--- src/rtl/hirql_defines.vh ---
`ifndef HIRQL_DEFINES_VH
`define HIRQL_DEFINES_VH

// ----------------------------------------
// Port data register layout
// ----------------------------------------
`define HIRQL_PORT_W 8
`define HIRQL_PORT_RESET 8'h00
`define HIRQL_BIT_CHAN2 3
`define HIRQL_BIT_CHAN1P 4
`define HIRQL_BIT_CHAN1S 5
`define HIRQL_ODR_RESET 8'h00
`define HIRQL_STR_RESET 8'h00

`endif

--- src/rtl/hirql_sync.v ---
`timescale 1ns/1ns
// ----------------------------------------
// Two-stage synchroniser
// ----------------------------------------
module hirql_sync #(
  parameter RESET_VAL = 1'b1
) (
  input wire clk_in,
  input wire rst_in,
  input wire d_in,
  output reg q_out
);
  reg meta_r;

  always @(posedge clk_in or posedge rst_in) begin
    if (rst_in) begin
      meta_r <= RESET_VAL;
      q_out <= RESET_VAL;
    end else begin
      meta_r <= d_in;
      q_out <= meta_r;
    end
  end
endmodule

--- src/rtl/hirql_top.v ---
`timescale 1ns/1ns
`include "hirql_defines.vh"

// Summary of operation
// - Latches only active in slave host mode.
// - Bit 3 set by 1-after-0, cleared by writing 0.
// - Bit 4 set by 1-after-0, cleared likewise.
// - Bit 5 set by 1-after-0, cleared likewise.
// - Register one read clears both channel-one latches.
// - Register two read clears channel-two latch.
// - Host and slave must not collide accesses.
// - Address high reads status, low reads data.
module hirql_top #(
  parameter PORT_W = `HIRQL_PORT_W
) (
  input wire MCLK_IN,
  input wire SYS_RST_IN,
  input wire HOST_IFACE_ENABLE_IN,
  input wire SINGLE_CHIP_MODE_IN,
  input wire PORT_WR_IN,
  input wire PORT_RD_IN,
  input wire [PORT_W-1:0] PORT_WDATA_IN,
  output reg [PORT_W-1:0] PORT_RDATA_OUT,
  output wire [PORT_W-1:0] PORT_FOUR_DATA_REG_OUT,
  input wire [7:0] OUTPUT_DATA_REG_ONE_IN,
  input wire [7:0] OUTPUT_DATA_REG_TWO_IN,
  input wire [7:0] STATUS_REG_ONE_IN,
  input wire [7:0] STATUS_REG_TWO_IN,
  input wire HOST_SELECT_ONE_N_IN,
  input wire HOST_SELECT_TWO_N_IN,
  input wire HOST_ADDR_BIT_IN,
  input wire HOST_READ_STROBE_N_IN,
  output reg [7:0] HOST_RDATA_OUT,
  output wire HOST_RDATA_OE_N_OUT,
  output wire CHAN2_HOST_IRQ_OUT,
  output wire CHAN1_PRIMARY_HOST_IRQ_OUT,
  output wire CHAN1_SECONDARY_HOST_IRQ_OUT
);
  // ----------------------------------------
  // Host pin synchronisers
  // ----------------------------------------
  wire cs1_n_s;
  wire cs2_n_s;
  wire ha0_s;
  wire rd_n_s;
  reg rd_n_d_r;
  reg [PORT_W-1:0] port_four_data_reg_r;
  reg [PORT_W-1:0] port_four_data_reg_nxt;
  reg [PORT_W-1:0] read_zero_r;
  reg [PORT_W-1:0] read_zero_nxt;
  wire slave_mode;
  wire rd_fall;
  wire clr_one;
  wire clr_two;
  wire [PORT_W-1:0] irq_mask;
  wire [PORT_W-1:0] host_clr;
  wire [PORT_W-1:0] wr_zero;
  wire [PORT_W-1:0] wr_set;
  wire [PORT_W-1:0] wr_plain;
  wire [PORT_W-1:0] latch_bits;
  wire sel_one_act;
  wire sel_two_act;
  wire host_rd_act;
  wire [7:0] word_one;
  wire [7:0] word_two;
  integer i;

  // ----------------------------------------
  // Latch bit positions
  // ----------------------------------------
  localparam [PORT_W-1:0] lsb_one = {{(PORT_W-1){1'b0}}, 1'b1};
  localparam [PORT_W-1:0] mask_chan2 = lsb_one << `HIRQL_BIT_CHAN2;
  localparam [PORT_W-1:0] mask_chan1p = lsb_one << `HIRQL_BIT_CHAN1P;
  localparam [PORT_W-1:0] mask_chan1s = lsb_one << `HIRQL_BIT_CHAN1S;
  localparam [PORT_W-1:0] mask_chan1 = mask_chan1p | mask_chan1s;
  localparam [PORT_W-1:0] mask_all = mask_chan2 | mask_chan1;

  // ----------------------------------------
  // Two-flop synchronisers
  // ----------------------------------------
  hirql_sync #(
    .RESET_VAL(1'b1)
  ) u_cs1 (
    .clk_in(MCLK_IN),
    .rst_in(SYS_RST_IN),
    .d_in(HOST_SELECT_ONE_N_IN),
    .q_out(cs1_n_s)
  );
  hirql_sync #(
    .RESET_VAL(1'b1)
  ) u_cs2 (
    .clk_in(MCLK_IN),
    .rst_in(SYS_RST_IN),
    .d_in(HOST_SELECT_TWO_N_IN),
    .q_out(cs2_n_s)
  );
  hirql_sync #(
    .RESET_VAL(1'b0)
  ) u_ha0 (
    .clk_in(MCLK_IN),
    .rst_in(SYS_RST_IN),
    .d_in(HOST_ADDR_BIT_IN),
    .q_out(ha0_s)
  );
  hirql_sync #(
    .RESET_VAL(1'b1)
  ) u_rd (
    .clk_in(MCLK_IN),
    .rst_in(SYS_RST_IN),
    .d_in(HOST_READ_STROBE_N_IN),
    .q_out(rd_n_s)
  );

  always @(posedge MCLK_IN or posedge SYS_RST_IN) begin
    if (SYS_RST_IN) begin
      rd_n_d_r <= 1'b1;
    end else begin
      rd_n_d_r <= rd_n_s;
    end
  end

  // ----------------------------------------
  // Host read decode
  // ----------------------------------------
  assign slave_mode = HOST_IFACE_ENABLE_IN & SINGLE_CHIP_MODE_IN;
  assign rd_fall = rd_n_d_r & ~rd_n_s;
  assign sel_one_act = ~cs1_n_s & ~rd_n_s;
  assign sel_two_act = ~cs2_n_s & ~rd_n_s;
  assign clr_one = slave_mode & rd_fall & ~cs1_n_s & ~ha0_s;
  assign clr_two = slave_mode & rd_fall & ~cs2_n_s & ~ha0_s;
  assign irq_mask = slave_mode ? mask_all : {PORT_W{1'b0}};
  assign host_clr = ({PORT_W{clr_two}} & mask_chan2) |
    ({PORT_W{clr_one}} & mask_chan1);

  // ----------------------------------------
  // Slave write classification
  // ----------------------------------------
  assign wr_zero = {PORT_W{PORT_WR_IN}} & irq_mask & ~PORT_WDATA_IN;
  assign wr_set = {PORT_W{PORT_WR_IN}} & irq_mask & PORT_WDATA_IN & read_zero_r;
  assign wr_plain = {PORT_W{PORT_WR_IN}} & ~irq_mask;

  // ----------------------------------------
  // Host data bus
  // ----------------------------------------
  assign word_one = ha0_s ? STATUS_REG_ONE_IN : OUTPUT_DATA_REG_ONE_IN;
  assign word_two = ha0_s ? STATUS_REG_TWO_IN : OUTPUT_DATA_REG_TWO_IN;
  assign host_rd_act = slave_mode & (sel_one_act | sel_two_act);
  assign HOST_RDATA_OE_N_OUT = ~host_rd_act;

  always @(posedge MCLK_IN or posedge SYS_RST_IN) begin
    if (SYS_RST_IN) begin
      HOST_RDATA_OUT <= `HIRQL_ODR_RESET;
    end else if (sel_one_act) begin
      HOST_RDATA_OUT <= word_one;
    end else if (sel_two_act) begin
      HOST_RDATA_OUT <= word_two;
    end
  end

  // ----------------------------------------
  // Port data register and latches
  // ----------------------------------------
  always @* begin
    read_zero_nxt = read_zero_r;
    if (PORT_RD_IN) begin
      read_zero_nxt = ~port_four_data_reg_r;
    end
    if (PORT_WR_IN) begin
      read_zero_nxt = read_zero_nxt & ~irq_mask;
    end
  end

  always @* begin
    port_four_data_reg_nxt = port_four_data_reg_r;
    for (i = 0; i < PORT_W; i = i + 1) begin
      if (wr_zero[i]) begin
        port_four_data_reg_nxt[i] = 1'b0;
      end else if (wr_set[i]) begin
        port_four_data_reg_nxt[i] = 1'b1;
      end else if (wr_plain[i]) begin
        port_four_data_reg_nxt[i] = PORT_WDATA_IN[i];
      end else if (host_clr[i]) begin
        port_four_data_reg_nxt[i] = 1'b0;
      end
    end
  end

  always @(posedge MCLK_IN or posedge SYS_RST_IN) begin
    if (SYS_RST_IN) begin
      read_zero_r <= {PORT_W{1'b0}};
    end else begin
      read_zero_r <= read_zero_nxt;
    end
  end

  always @(posedge MCLK_IN or posedge SYS_RST_IN) begin
    if (SYS_RST_IN) begin
      port_four_data_reg_r <= `HIRQL_PORT_RESET;
    end else begin
      port_four_data_reg_r <= port_four_data_reg_nxt;
    end
  end

  always @(posedge MCLK_IN or posedge SYS_RST_IN) begin
    if (SYS_RST_IN) begin
      PORT_RDATA_OUT <= `HIRQL_PORT_RESET;
    end else begin
      PORT_RDATA_OUT <= port_four_data_reg_nxt;
    end
  end

  // ----------------------------------------
  // Host interrupt pins
  // ----------------------------------------
  assign latch_bits = port_four_data_reg_r & irq_mask;
  assign PORT_FOUR_DATA_REG_OUT = port_four_data_reg_r;
  assign CHAN2_HOST_IRQ_OUT = latch_bits[`HIRQL_BIT_CHAN2];
  assign CHAN1_PRIMARY_HOST_IRQ_OUT = latch_bits[`HIRQL_BIT_CHAN1P];
  assign CHAN1_SECONDARY_HOST_IRQ_OUT = latch_bits[`HIRQL_BIT_CHAN1S];
endmodule

--- config.mk ---
export PLATFORM = sky130hd
export DESIGN_NAME = hirql_top
export DESIGN_NICKNAME = d
export VERILOG_FILES = /design/src/rtl/hirql_sync.v /design/src/rtl/hirql_top.v
export VERILOG_INCLUDE_DIRS = /design/src /design/src/rtl
export SDC_FILE = /design/constraint.sdc
export NUM_CORES = 1
export LEC_CHECK = 0
export BUFFER_PORTS_ARGS = -buffer_cell sky130_fd_sc_hd__buf_2
export CAP_MARGIN = 20
export CORE_UTILIZATION = 39
export CTS_CLUSTER_SIZE = 10
export DETAILED_ROUTE_END_ITERATION = 16
export PLACE_DENSITY = 0.74
export SKIP_CTS_REPAIR_TIMING = 1
export SLEW_MARGIN = 20
export SYNTH_ARGS = -nofsm -noshare
export SYNTH_HDL_FRONTEND = slang
export SYNTH_SLANG_ARGS = --single-unit
--- constraint.sdc ---
create_clock -name MCLK_IN -period 1.12 [get_ports MCLK_IN]
set_clock_uncertainty 0.05 [all_clocks]
set_input_delay 0.28 -clock MCLK_IN [delete_from_list [all_inputs] [get_ports MCLK_IN]]
set_output_delay 0.28 -clock MCLK_IN [all_outputs]
set_load 0.1 [all_outputs]
Yosys cells after proc, flatten, opt, wreduce, memory -nomap -nowiden
Cells that the tools add are included.
Widths: inputs -> output; s select.

word-level totals
  register bits = 33
  input port bits = 50
  output and inout bits = 28
  word-level logic and storage cells = 94

cells by class
  multiplexer cells = 39
  bitwise operators = 27
  reductions and logical operators = 9

operators by type and width
  cell               count
  $mux 8             6
  $and 8x8->8        5
  $mux 1             32
  $reduce_bool 4->1  8
  $not 8->8          2
  $and 1x1->1        10
  $and 8x6->8        1
  $not 6->8          1
  $and 6x6->6        1
  $mux 6             1
  $or 4x6->6         1
  $not 1->1          5
  $reduce_bool 2->1  1
  $or 1x1->1         1

Logic depth before layout (Yosys ltp)
Gate-level depths: netlist (run 1).

  depth after elaboration = 10
  mapped depth = 4
  gate-level depth less buffers = 3

Cells and area by module
A second synthesis (run 1) with hierarchy kept.

second synthesis, totals
  cell total of the unflattened synthesis = 115
  area, all modules = 1350.0 um2

by module, submodules not included
  module                   times used  cells each  area an instance (um2)
  hirql_top                1           103         1127.3
  hirql_sync at u_cs1 ...  3           3           56.3
  hirql_sync at u_ha0      1           3           53.8

Worst setup path before layout (run 1)
OpenSTA, ideal clock, no wires.

  kind = register -> output
  from = register, netlist name PORT_RDATA_OUT[3]
  to = output CHAN2_HOST_IRQ_OUT
  arrival = 2375 ps
  data required time = 790 ps
  setup slack = -1585 ps
  cell stages (with the launch flop) = 3
  path buffers = 0
  cells stage by stage = dfrtp_1 > inv_1 > nor2_1

RTL lines
  what              line            text
  end: declaration  hirql_top.v:35  output wire CHAN2_HOST_IRQ_OUT,

Worst setup path after layout (run 1)
  from = register u_cs2.q_out
  to = output HOST_RDATA_OE_N_OUT

on the way
  word-level cells in the longest chain between the ends = 5

RTL lines
  what                      line             text
  start: declaration        hirql_sync.v:11  output reg q_out
  start signal: assignment  hirql_sync.v:21  q_out <= meta_r;
  $not 1->1                 hirql_top.v:128  assign sel_two_act = ~cs2_n_s & ~rd_n_s;
  $and 1x1->1               hirql_top.v:128
  $or 1x1->1                hirql_top.v:147  assign host_rd_act = slave_mode & (sel_one_act | sel_two_act);
  $and 1x1->1               hirql_top.v:147
  $not 1->1                 hirql_top.v:148  assign HOST_RDATA_OE_N_OUT = ~host_rd_act;
  end: declaration          hirql_top.v:34   output wire HOST_RDATA_OE_N_OUT,

No other way between the ends.

==> results of run 1 <==
flip-flops by register name, summed over array words and instances (netlist names):
register	count
HOST_RDATA_OUT	8
PORT_RDATA_OUT	8
rd_n_d_r	1
read_zero_r	3
u_cs1.meta_r	1
u_cs1.q_out	1
u_cs2.meta_r	1
u_cs2.q_out	1
u_ha0.meta_r	1
u_ha0.q_out	1
u_rd.meta_r	1
u_rd.q_out	1
synthesized netlist by cell type:
| cell | count |
|---|---|
| o21ai_1 | 2 |
| a221oi_2 | 1 |
| o41ai_2 | 1 |
| inv_1 | 5 |
| o21ai_0 | 3 |
| a221oi_1 | 7 |
| nand2b_1 | 1 |
| mux2i_1 | 19 |
| nor4_2 | 1 |
| buf_6 | 1 |
| mux2_2 | 5 |
| buf_2 | 1 |
| nor2_1 | 16 |
| nand2_1 | 1 |
| nand3_1 | 1 |
| nor3b_4 | 1 |
| dfrtp_1 | 21 |
| buf_12 | 1 |
| o211ai_1 | 2 |
| a21oi_2 | 1 |
| dfstp_2 | 7 |
| a2bb2oi_1 | 1 |
| buf_4 | 8 |
power by group through the flow:
stage                     Clock [uW]  Combinational [uW]  Sequential, uW
after floorplan                    0                 652            1820
after global placement             0                1740            1320
after detailed placement           0                1770            1330
after CTS                        682                1780            1310
after global routing             718                1920            1320
final                            674                1870            1310
placed cells by master, fill, tap and decap left out, drive strengths merged, types with 2 or more instances in the layout:
cell type,netlist,layout
dfrtp,21,21
nor2,16,16
mux2,5,5
dfstp,7,7
buf,11,94
o211ai,2,2
mux2i,19,19
o21ai,5,5
clkbuf,0,3
dlygate4sd3,0,5
inv,5,5
a221oi,8,8
worst max-delay path, cell delays in order (launching register included):
cell and delay, ps:
dfstp_2 610, a21oi_4 80, nand3_4 70, buf_12 170
metrics by stage:
stage               power [uW]    util  instance area, um^2
floorplan                 2473       -                 1504
global placement          3063  0.7306                 2303
detailed placement        3105  0.7306                 2303
CTS                       3771  0.7472                 2356
global route              3961  0.8028                 2531
finish                    3851  0.8028                 2531
area by class of cell:
type | instances | area, um^2
Timing Repair Buffer | 99 | 1040
Inverter | 5 | 26.28
Tap cell | 44 | 55.05
Clock inverter | 1 | 30.03
Multi-Input combinational cell | 63 | 608.1
Sequential cell | 28 | 749.5
Clock buffer | 3 | 22.52
Fill cell | 190 | 621.8
layer usage:
metal | wire, um | GRT usage | vias to the layer above | share of wire
met3 | 174 | 0.03412 | 12 | 0.045
met5 | 0 | 0 | - | 0
met2 | 2135 | 0.3673 | 49 | 0.56
li1 | - | - | 559 | -
met1 | 1434 | 0.2234 | 571 | 0.37
met4 | 95 | 0.1130 | 0 | 0.025
path summary, 6_finish.rpt:
path,from,end,slack (ps),depth (start not counted)
min in group asynchronous,SYS_RST_IN,u_ha0.meta_r$_DFF_PP0_,440,4
hold / removal,PORT_WDATA_IN[0],PORT_RDATA_OUT[0]$_DFFE_PP0P_,120,2
hold reg to reg,u_cs2.meta_r$_DFF_PP1_,u_cs2.q_out$_DFF_PP1_,320,0
max in group asynchronous,SYS_RST_IN,u_cs1.q_out$_DFF_PP1_,360,4
setup / recovery,u_cs2.q_out$_DFF_PP1_,HOST_RDATA_OE_N_OUT,-470,3
setup reg to reg,u_cs2.q_out$_DFF_PP1_,HOST_RDATA_OUT[3]$_DFFE_PP0P_,-270,5
cell families (layout without fill, tap and decap cells):
family,after synthesis,in the layout,synth area share
AO/OA/AOI/OAI,18,18,0.1131
buffers and inverters,16,108,0.08671
flip-flops,28,28,0.5344
multiplexers,24,24,0.1857
AND/OR/NAND/NOR,21,21,0.08011
==> results by group, run 1 <==
GRT
  • GRT Total Usage: 0.2025
  • Largest net degree at the start of global routing: 29
  • Initial antenna violation count: 0
  • First-pass GRT wire length: 5271 um
  • Vias in the first global route: roughly 1200
  • Grt ovf: 0

Synth
  • Flops & latches, synth: 28
  • Area share of the largest cell type after synthesis: 0.3959
  • Sequential share of the synthesized area: 0.5344
  • Syn Inst Count: about 110
  • Post-synth design cell area: 0.001328 mm^2
  • Yosys cell types: 23
  • Mapped Nets: 157
  • Top post-synthesis cells by area: dfrtp_1 (40%), mux2i_1 (14%), dfstp_2 (14%)
  • Yosys warns: 0
  • Largest area contributor in the netlist: dfrtp_1
  • Syn Area/Cell: 12.41 um^2

Power and ir drop
  • VDD IR max: between 1 and 1.5 mV
  • Register share of total power: 0.339
  • Clk pwr share: 0.175
  • Internal power: about 2200 uW
  • Sw Pwr: ~1600 uW
  • Combinational power share: 0.486
  • P_leak: ~0.0012 uW
  • Power Density: between 1500 and 2000 mW/mm^2
  • Sw Share: 0.4191

Timing
  • Fin worst setup slack: -468.7 ps
  • RSZ-0062 raised after global routing: true
  • Max Slew Vio Count: 0
  • Fin crit share: 1.419
  • Minimum clock period: roughly 1600 ps
  • Slew margin rel.: 0.5972
  • Worst slew pin tran: around 600 ps
  • Final Hold Viols: 0
  • Fmax: ~630 MHz
  • Setup TNS: -9795 ps
  • Final Setup Violations: 39
  • Hold WS: about 120 ps

Clock tree
  • Num CTS Buffers: 3
  • Clock buffer depth: 2
  • CTS root buffer: clkbuf_4
  • CTS tree: yes
  • Clock sink total: 28
  • Clock latency on the worst-skew pair: 330 ps
  • H-tree levels: 1
  • Clk slew on worst S/H paths: approximately 150 ps

Placement
  • Number of port buffers: 77
  • Pre-CTS setup slack: -239.8 ps
  • Placed Cells: roughly 230
  • Gpl congestion: between 0.6 and 0.7
  • HPWL after DPL: 2784 um

Routing
  • DR WL/cell: 15.80 um
  • Pre-Repair DR Iteration Count: 4
  • Initial DRC count: 12
  • Vias per cell: about 5
  • Number of remaining DRC errors: 0
  • Via count: about 1200
  • Routed Antenna Nets: 0
  • Final WL: approximately 3800 um

Layout
  • Area growth syn-to-layout: 90.67%
  • Antenna cells: 0
  • Layout Nets: between 200 and 300
  • Layout Cells excl Fill: ~240
  • Share of cells above drive strength 1: 0.7387

Floorplanning
  • # IOs: 78
  • Die Height: between 60 and 70 um
  • Row count: 20
  • Core Box Area: ~0.0032 mm^2
  • Die area: between 0.003 and 0.004 mm^2
  • Die Span X: between 60 and 70 um
  • Initial Util: 0.4210

Critical path
  • Arrival time worst endpoint: 1260 ps
  • Crit end category: output port
  • Critical path type: register to output port
  • CP Max Fanout: 3
  • Critical path launch point type: register
  • WP data required: 790 ps

Run
  • # Max-Cap Violations: 0

Status
  • Outcome: complete, but fails checks
  • Failing checks: setup timing

Worst hold path
  • Worst Hold Class: input pin to register
Note: power is estimated with default switching activity, not from simulation.
==> run 2: changes to the inputs <==
--- a/config.mk
+++ b/config.mk
@@ -6,12 +6,13 @@
 export SDC_FILE = /design/constraint.sdc
 export NUM_CORES = 1
 export LEC_CHECK = 0
+export ABC_AREA = 1
 export BUFFER_PORTS_ARGS = -buffer_cell sky130_fd_sc_hd__buf_2
 export CAP_MARGIN = 20
 export CORE_UTILIZATION = 39
 export CTS_CLUSTER_SIZE = 10
 export DETAILED_ROUTE_END_ITERATION = 16
-export PLACE_DENSITY = 0.74
+export PLACE_DENSITY = 0.73
 export SKIP_CTS_REPAIR_TIMING = 1
 export SLEW_MARGIN = 20
 export SYNTH_ARGS = -nofsm -noshare
==> run 2 against run 1 <==
  * The flow still finishes with violations (setup timing)
  * Cell count up 29%
  * Fmax grew 2.7%
  * Total power shrank 7.3%
  * Critical path type unchanged
  * Die area increased by 5.6%
  * First-iteration DRC count grew to 6.3 times the previous value
  * Sequential power is essentially flat
  * Combinational power hardly changed
  * Via count is 25% higher
  * Non-clock buffer count is 2 higher
==> results by group, run 2 <==
Floorplanning
  • Die area: 0.003843 mm^2 (was 0.003641 mm^2)
  • Die Height: 62.00 um (was 60.34 um)
  • Die Span X: 62.00 um (was 60.34 um)
  • Core Box Area: 0.003390 mm^2 (was 0.003153 mm^2)
  • Initial Util: 0.4142 (was 0.4210)
  • # IOs: 78 (unchanged)
  • Row count: 21 (was 20)

Power and ir drop
  • P_leak: 0.001315 uW (was 0.001170 uW)
  • VDD IR max: 0.8820 mV (was 1.077 mV)
  • Sw Share: 0.4427 (was 0.4191)
  • Register share of total power: 0.358 (was 0.339)
  • Sw Pwr: 1580 uW (was 1614 uW)
  • Clk pwr share: 0.121 (was 0.175)
  • PnR Total Power: 3568 uW (was 3851 uW)
  • Combinational power share: 0.521 (was 0.486)
  • Internal power: 1989 uW (was 2237 uW)
  • Power Density: 1310 mW/mm^2 (was 1521 mW/mm^2)

Critical path
  • R2R depth: 7 (was 5)
  • Buf+Inv Stages, Crit Path: 1 (unchanged)
  • Critical path's slowest cell: dfstp_2 (unchanged)
  • Critical path type: register to output port (unchanged)
  • R2r setup slk: -220 ps (was -270 ps)
  • CP Max Fanout: 2 (was 3)
  • WP data required: 790 ps (about the same)
  • Crit path largest cell delay: 590 ps (was 610 ps)
  • Cell breakdown of the critical path: a21oi_4 > nand2_8 > buf_12 (was a21oi_4 > nand3_4 > buf_12)
  • Crit end category: output port (unchanged)
  • Arrival time worst endpoint: 1220 ps (was 1260 ps)
  • Worst Setup SP: u_cs1.q_out$_DFF_PP1_ (was u_cs2.q_out$_DFF_PP1_)
  • Reg-to-reg endpoint: HOST_RDATA_OUT[1]$_DFFE_PP0P_ (was HOST_RDATA_OUT[3]$_DFFE_PP0P_)
  • Top delay family on crit path: flip-flops (unchanged)
  • Worst R2R Start: u_cs1.q_out$_DFF_PP1_ (was u_cs2.q_out$_DFF_PP1_)
  • Critical path launch point type: register (unchanged)

Layout
  • Area growth syn-to-layout: 94.03% (was 90.67%)
  • Antenna cells: 0 (unchanged)
  • Layout Nets: 318 (was 250)
  • Commonest cells after routing, fill and taps aside: nand2_1 (57), buf_2 (49), buf_12 (32) (was buf_2 (49), buf_12 (31), mux2i_1 (19))
  • Biggest regs: HOST_RDATA_OUT (8), PORT_RDATA_OUT (8), read_zero_r (3) (unchanged)
  • Fillers: 197 (was 190)
  • Area of the multi-input gates: 719.4 um^2 (was 608.1 um^2)
  • Commonest non-fill, non-tap cell in the layout: nand2_1 (was buf_2)
  • Layout Cells excl Fill: 313 (was 243)
  • Reg area: 749.5 um^2 (unchanged)
  • Share of cells above drive strength 1: 0.6180 (was 0.7387)

Placement
  • Number of port buffers: 77 (unchanged)
  • Placed Cells: 293 (was 226)
  • HPWL after DPL: 2837 um (was 2784 um)
  • Gpl congestion: 0.7428 (was 0.6910)

Synth
  • Sequential share of the synthesized area: 0.5053 (was 0.5344)
  • Syn Area/Cell: 8.022 um^2 (was 12.41 um^2)
  • Post-synth EDFFs: 0 (unchanged)
  • Most common library cells after synthesis: nand2_1 (59), nand3_1 (25), dfrtp_1 (21) (was dfrtp_1 (21), mux2i_1 (19), nor2_1 (16))
  • Most used DFF post-synth: dfrtp_1 (unchanged)
  • Flops & latches, synth: 28 (unchanged)
  • Mapped Nets: 225 (was 157)
  • Largest area contributor in the netlist: dfrtp_1 (unchanged)
  • Synth async-reset ratio: 1.000 (unchanged)
  • Area share of the largest cell type after synthesis: 0.3743 (was 0.3959)
  • Syn Inst Count: 175 (was 107)
  • Top post-synthesis cells by area: dfrtp_1 (37%), nand2_1 (16%), dfstp_2 (13%) (was dfrtp_1 (40%), mux2i_1 (14%), dfstp_2 (14%))
  • Post-synth design cell area: 0.001404 mm^2 (was 0.001328 mm^2)
  • Most common cell in the netlist: nand2_1 (was dfrtp_1)
  • Yosys cell types: 18 (was 23)
  • Yosys warns: 0 (unchanged)

Routing
  • DR WL/cell: 13.50 um (was 15.80 um)
  • Pre-Repair DR Iteration Count: 4 (unchanged)
  • Initial DRC count: 76 (was 12)
  • Final WL: 4225 um (was 3840 um)
  • Number of remaining DRC errors: 0 (unchanged)
  • Routed Antenna Nets: 0 (unchanged)
  • Via count: 1484 (was 1191)
  • Vias per cell: 4.741 (was 4.901)

GRT
  • Largest net degree at the start of global routing: 29 (unchanged)
  • First-pass GRT wire length: 5492 um (was 5271 um)
  • Vias in the first global route: 1415 (was 1189)
  • Grt ovf: 0 (unchanged)
  • Initial antenna violation count: 0 (unchanged)
  • GRT Total Usage: 0.1940 (was 0.2025)

Timing
  • Final Hold Viols: 0 (unchanged)
  • Slew margin rel.: 0.8109 (was 0.5972)
  • Fmax: 646.4 MHz (was 629.4 MHz)
  • Fin crit share: 1.381 (was 1.419)
  • Fin worst setup slack: -427.0 ps (was -468.7 ps)
  • Max Slew Vio Count: 0 (unchanged)
  • Final Setup Violations: 40 (was 39)
  • Minimum clock period: 1547 ps (was 1589 ps)
  • Worst slew pin tran: 283.6 ps (was 603.6 ps)
  • RSZ-0062 raised after global routing: true (unchanged)

Clock tree
  • Clock buffer depth: 2 (unchanged)
  • Clock sink total: 28 (unchanged)
  • Clock latency on the worst-skew pair: 320 ps (was 330 ps)
  • Num CTS Buffers: 3 (unchanged)
  • CTS tree: yes (unchanged)
  • CTS root buffer: clkbuf_4 (unchanged)
  • H-tree levels: 1 (unchanged)
  • Clk slew on worst S/H paths: 150 ps (about the same)

Worst hold path
  • Min-Delay Path Depth: 3 (was 2)
  • HP Start: PORT_WDATA_IN[0] (unchanged)
  • Worst Hold Class: input pin to register (unchanged)
  • Hold endpoint: PORT_RDATA_OUT[0]$_DFFE_PP0P_ (unchanged)

Status
  • Failing checks: setup timing (unchanged)
  • Outcome: complete, but fails checks (unchanged)

Run
  • # Max-Cap Violations: 0 (unchanged)
run 2: cell count changes after synthesis, moves of 7 or more:
cell	previous run	this run
nand2_1	1	59
mux2i_1	19	0
nand3_1	1	25
nor2_1	16	9
inv_1	5	19
a221oi_1	7	0
run 2: cell type report:
type,count,area share
timing repair buffer,101,0.3973
sequential,28,0.2751
multi-input combinational,113,0.2641
inverter,21,0.03261
tap,46,0.02113
clock buffer,4,0.009646
run 2: stage by stage:
step             util  TNS, ps  instance area [um^2]  hold WS [ps]  worst slack (ps)
6_report       0.8036    -9201                  2724         99.77            -427.0
5_1_grt        0.8036   -10890                  2724         90.98            -481.9
4_1_cts        0.7017    -8060                  2379        -91.78            -478.5
3_5_place_dp   0.6940    -1097                  2352         271.7            -109.6
3_3_place_gp   0.6940   -818.7                  2352         266.2            -105.7
2_1_floorplan       -    -2014                  1548         234.5            -373.7
run 2: how the worst max path moves through the flow:
stage                                 end  slack, ps  cells past startpoint
2_1_floorplan  CHAN1_PRIMARY_HOST_IRQ_OUT       -370                      2
3_3_place_gp          HOST_RDATA_OE_N_OUT       -110                      5
3_5_place_dp          HOST_RDATA_OE_N_OUT       -110                      5
4_1_cts               HOST_RDATA_OE_N_OUT       -480                      3
5_1_grt               HOST_RDATA_OE_N_OUT       -480                      3
6_report              HOST_RDATA_OE_N_OUT       -430                      3
run 2: cells by family (layout without fill, tap and decap cells):
| logic type | Yosys count | after routing | synth area share |
|---|---|---|---|
| simple gates | 95 | 95 | 0.2861 |
| compound gates | 18 | 18 | 0.07487 |
| buf+inv | 34 | 126 | 0.1337 |
| flops | 28 | 28 | 0.5053 |
run 2: power groups by stage:
stage               combinational, uW  sequential, uW  clock [uW]
floorplan                         601            1770           0
global placement                 1650            1300           0
detailed placement               1670            1310           0
CTS                              1670            1290         438
global route                     1940            1290         487
finish                           1860            1280         430
run 2: per-layer routing:
layer,GRT usage,wire length [um]
met4,0.07937,50
met3,0.03313,157
met1,0.2114,1609
met2,0.3678,2408
met5,0,0
run 2: worst min-delay path: cells and delay by family:
kind | cells | cell delay, ps
buffers and inverters | 1 | 70
and+or+nand+nor | 2 | 90
==> run 3: changes to the inputs <==
--- a/config.mk
+++ b/config.mk
@@ -13,7 +13,6 @@
 export CTS_CLUSTER_SIZE = 10
 export DETAILED_ROUTE_END_ITERATION = 16
 export PLACE_DENSITY = 0.73
-export SKIP_CTS_REPAIR_TIMING = 1
 export SLEW_MARGIN = 20
 export SYNTH_ARGS = -nofsm -noshare
 export SYNTH_HDL_FRONTEND = slang
==> run 3 against run 2 <==
  * The run still ends with setup timing left
  * Setup slack improved by 10 ps
  * Largest power group unchanged
  * Fmax rose by 0.67%
  * Sequential cell count did not move
  * Critical path depth did not move
  * Register-to-register slack improved by 70 ps
  * Global-route usage rose by 0.70 points
  * Via count fell by 1.8%
  * Wire length fell by 9.3%
  * Sequential share of layout area rose by 2.1 points
  * Die area did not move
  * Utilization fell by 5.6 points
  * Combinational power fell by 5%
==> results by group, run 3 (synthesis results as in run 2) <==
Status
  • Outcome: complete, but fails checks (unchanged)
  • Failing checks: setup timing (unchanged)

Critical path
  • Critical path type: register to output port (unchanged)
  • Arrival time worst endpoint: 1210 ps (was 1220 ps)
  • Worst R2R Start: u_rd.q_out$_DFF_PP1_ (was u_cs1.q_out$_DFF_PP1_)
  • Crit end category: output port (unchanged)
  • Crit path largest cell delay: 580 ps (was 590 ps)
  • Critical path launch point type: register (unchanged)
  • R2R depth: 6 (was 7)
  • Buf+Inv Stages, Crit Path: 1 (unchanged)
  • Cell breakdown of the critical path: a21oi_4 > nand2_8 > buf_12 (unchanged)
  • Critical path's slowest cell: dfstp_2 (unchanged)
  • Top delay family on crit path: flip-flops (unchanged)
  • Reg-to-reg endpoint: HOST_RDATA_OUT[5]$_DFFE_PP0P_ (was HOST_RDATA_OUT[1]$_DFFE_PP0P_)
  • WP data required: 790 ps (about the same)
  • CP Max Fanout: 2 (unchanged)
  • R2r setup slk: -150 ps (was -220 ps)

Clock tree
  • Clk slew on worst S/H paths: 150 ps (about the same)
  • CTS root buffer: clkbuf_4 (unchanged)
  • Num CTS Buffers: 3 (unchanged)
  • Clock sink total: 28 (unchanged)
  • Clock latency on the worst-skew pair: 320 ps (about the same)
  • H-tree levels: 1 (unchanged)
  • Clock buffer depth: 2 (unchanged)
  • CTS tree: yes (unchanged)

Routing
  • DR WL/cell: 12.44 um (was 13.50 um)
  • Initial DRC count: 73 (was 76)
  • Pre-Repair DR Iteration Count: 4 (unchanged)
  • Number of remaining DRC errors: 0 (unchanged)
  • Vias per cell: 4.731 (was 4.741)
  • Routed Antenna Nets: 0 (unchanged)
  • Via count: 1457 (was 1484)
  • Final WL: 3832 um (was 4225 um)

Timing
  • Final Setup Violations: 39 (was 40)
  • RSZ-0062 raised after global routing: true (unchanged)
  • Setup TNS: -8032 ps (was -9201 ps)
  • Final Hold Viols: 0 (unchanged)
  • Slew margin rel.: 0.7464 (was 0.8109)
  • Max Slew Vio Count: 0 (unchanged)
  • Worst slew pin tran: 376.5 ps (was 283.6 ps)
  • Hold WS: 102.4 ps (was 99.77 ps)
  • Fmax: 650.8 MHz (was 646.4 MHz)
  • Fin worst setup slack: -416.7 ps (was -427.0 ps)
  • Minimum clock period: 1537 ps (was 1547 ps)
  • Fin crit share: 1.372 (was 1.381)

GRT
  • First-pass GRT wire length: 5658 um (was 5492 um)
  • Grt ovf: 0 (unchanged)
  • Vias in the first global route: 1465 (was 1415)
  • Initial antenna violation count: 0 (unchanged)
  • GRT Total Usage: 0.2011 (was 0.1940)
  • Largest net degree at the start of global routing: 29 (unchanged)

Floorplanning
  • Die Span X: 62.00 um (unchanged)
  • Die Height: 62.00 um (unchanged)
  • Die area: 0.003843 mm^2 (unchanged)
  • Initial Util: 0.4142 (unchanged)
  • Core Box Area: 0.003390 mm^2 (unchanged)
  • Row count: 21 (unchanged)
  • # IOs: 78 (unchanged)

Layout
  • Layout Nets: 313 (was 318)
  • Fillers: 233 (was 197)
  • Antenna cells: 0 (unchanged)
  • Area growth syn-to-layout: 80.48% (was 94.03%)
  • Biggest regs: HOST_RDATA_OUT (8), PORT_RDATA_OUT (8), read_zero_r (3) (unchanged)
  • Commonest non-fill, non-tap cell in the layout: nand2_1 (unchanged)
  • Commonest cells after routing, fill and taps aside: nand2_1 (57), buf_2 (49), buf_12 (33) (was nand2_1 (57), buf_2 (49), buf_12 (32))
  • Share of cells above drive strength 1: 0.5267 (was 0.6180)

Run
  • # Max-Cap Violations: 0 (unchanged)

Power and ir drop
  • VDD IR max: 0.9562 mV (was 0.8820 mV)
  • Sw Share: 0.4382 (was 0.4427)
  • Combinational power share: 0.509 (was 0.521)
  • Sw Pwr: 1518 uW (was 1580 uW)
  • Internal power: 1946 uW (was 1989 uW)
  • Register share of total power: 0.369 (was 0.358)
  • Power Density: 1367 mW/mm^2 (was 1310 mW/mm^2)
  • Clk pwr share: 0.122 (was 0.121)
  • P_leak: 0.001246 uW (was 0.001315 uW)

Worst hold path
  • HP Start: PORT_WDATA_IN[0] (unchanged)
  • Hold endpoint: PORT_RDATA_OUT[0]$_DFFE_PP0P_ (unchanged)
  • Min-Delay Path Depth: 3 (unchanged)
  • Worst Hold Class: input pin to register (unchanged)

Placement
  • Number of port buffers: 77 (unchanged)
  • Pre-CTS setup slack: -109.6 ps (unchanged)
  • Gpl congestion: 0.7428 (unchanged)
  • HPWL after DPL: 2837 um (unchanged)
[run 3: cell types whose count changed in the layout (fill, tap and decap cells not counted), sizes merged]
cell	change
buf	-5
inv	+1
clkinv	-1
[run 3: worst max-delay path by stage]
stage,from,endpoint,slack [ps],depth (start not counted)
floorplan,PORT_RDATA_OUT[4]$_DFFE_PP0P_,CHAN1_PRIMARY_HOST_IRQ_OUT,-370,2
global placement,HOST_IFACE_ENABLE_IN,HOST_RDATA_OE_N_OUT,-110,5
detailed placement,HOST_IFACE_ENABLE_IN,HOST_RDATA_OE_N_OUT,-110,5
CTS,u_cs1.q_out$_DFF_PP1_,HOST_RDATA_OE_N_OUT,-430,3
global route,u_cs2.q_out$_DFF_PP1_,HOST_RDATA_OE_N_OUT,-460,3
finish,u_cs2.q_out$_DFF_PP1_,HOST_RDATA_OE_N_OUT,-420,3
[run 3: area by class of cell]
cell class / count / area, um^2 / share of cell area
timing repair buffer: 96 / 1035 / 0.4084
sequential: 28 / 749.5 / 0.2958
multi-input combinational: 113 / 576.8 / 0.2277
inverter: 21 / 88.84 / 0.03506
tap: 46 / 57.56 / 0.02272
clock buffer: 4 / 26.28 / 0.01037
[run 3: metal layers]
| layer | routed length, um | GRT usage |
|---|---|---|
| met4 | 61 | 0.07937 |
| met1 | 1369 | 0.2127 |
| met3 | 155 | 0.03313 |
| met2 | 2245 | 0.3906 |
| met5 | 0 | 0 |
[run 3: repair_timing]
item,4_1_cts,5_1_grt
pin swaps,1,4
setup buffers,4,2
hold buffers,5,0
gates resized for setup,7,9
endpoints found under the setup margin,39,41
endpoints found under the hold margin,25,0
[run 3: metrics by stage]
| stage | instance area (um^2) | power [uW] | util | cells |
|---|---|---|---|---|
| 2_1_floorplan | 1548 | 2368 | - | 175 |
| 3_3_place_gp | 2352 | 2948 | 0.6940 | 293 |
| 3_5_place_dp | 2352 | 2977 | 0.6940 | 293 |
| 4_1_cts | 2481 | 3441 | 0.7320 | 306 |
| 5_1_grt | 2534 | 3602 | 0.7475 | 308 |
| 6_report | 2534 | 3464 | 0.7475 | 308 |
[run 3: power by group through the flow]
stage               clock [uW]  sequential (uW)  combinational, uW
floorplan                    0             1770                601
global placement             0             1300               1650
detailed placement           0             1310               1670
CTS                        438             1280               1720
global route               474             1290               1840
finish                     424             1280               1760
[run 3: worst min-delay path: cells and delay by family]
| family | cells | cell delay, ps |
|---|---|---|
| and+or+nand+nor | 2 | 90 |
| buffers and inverters | 1 | 70 |
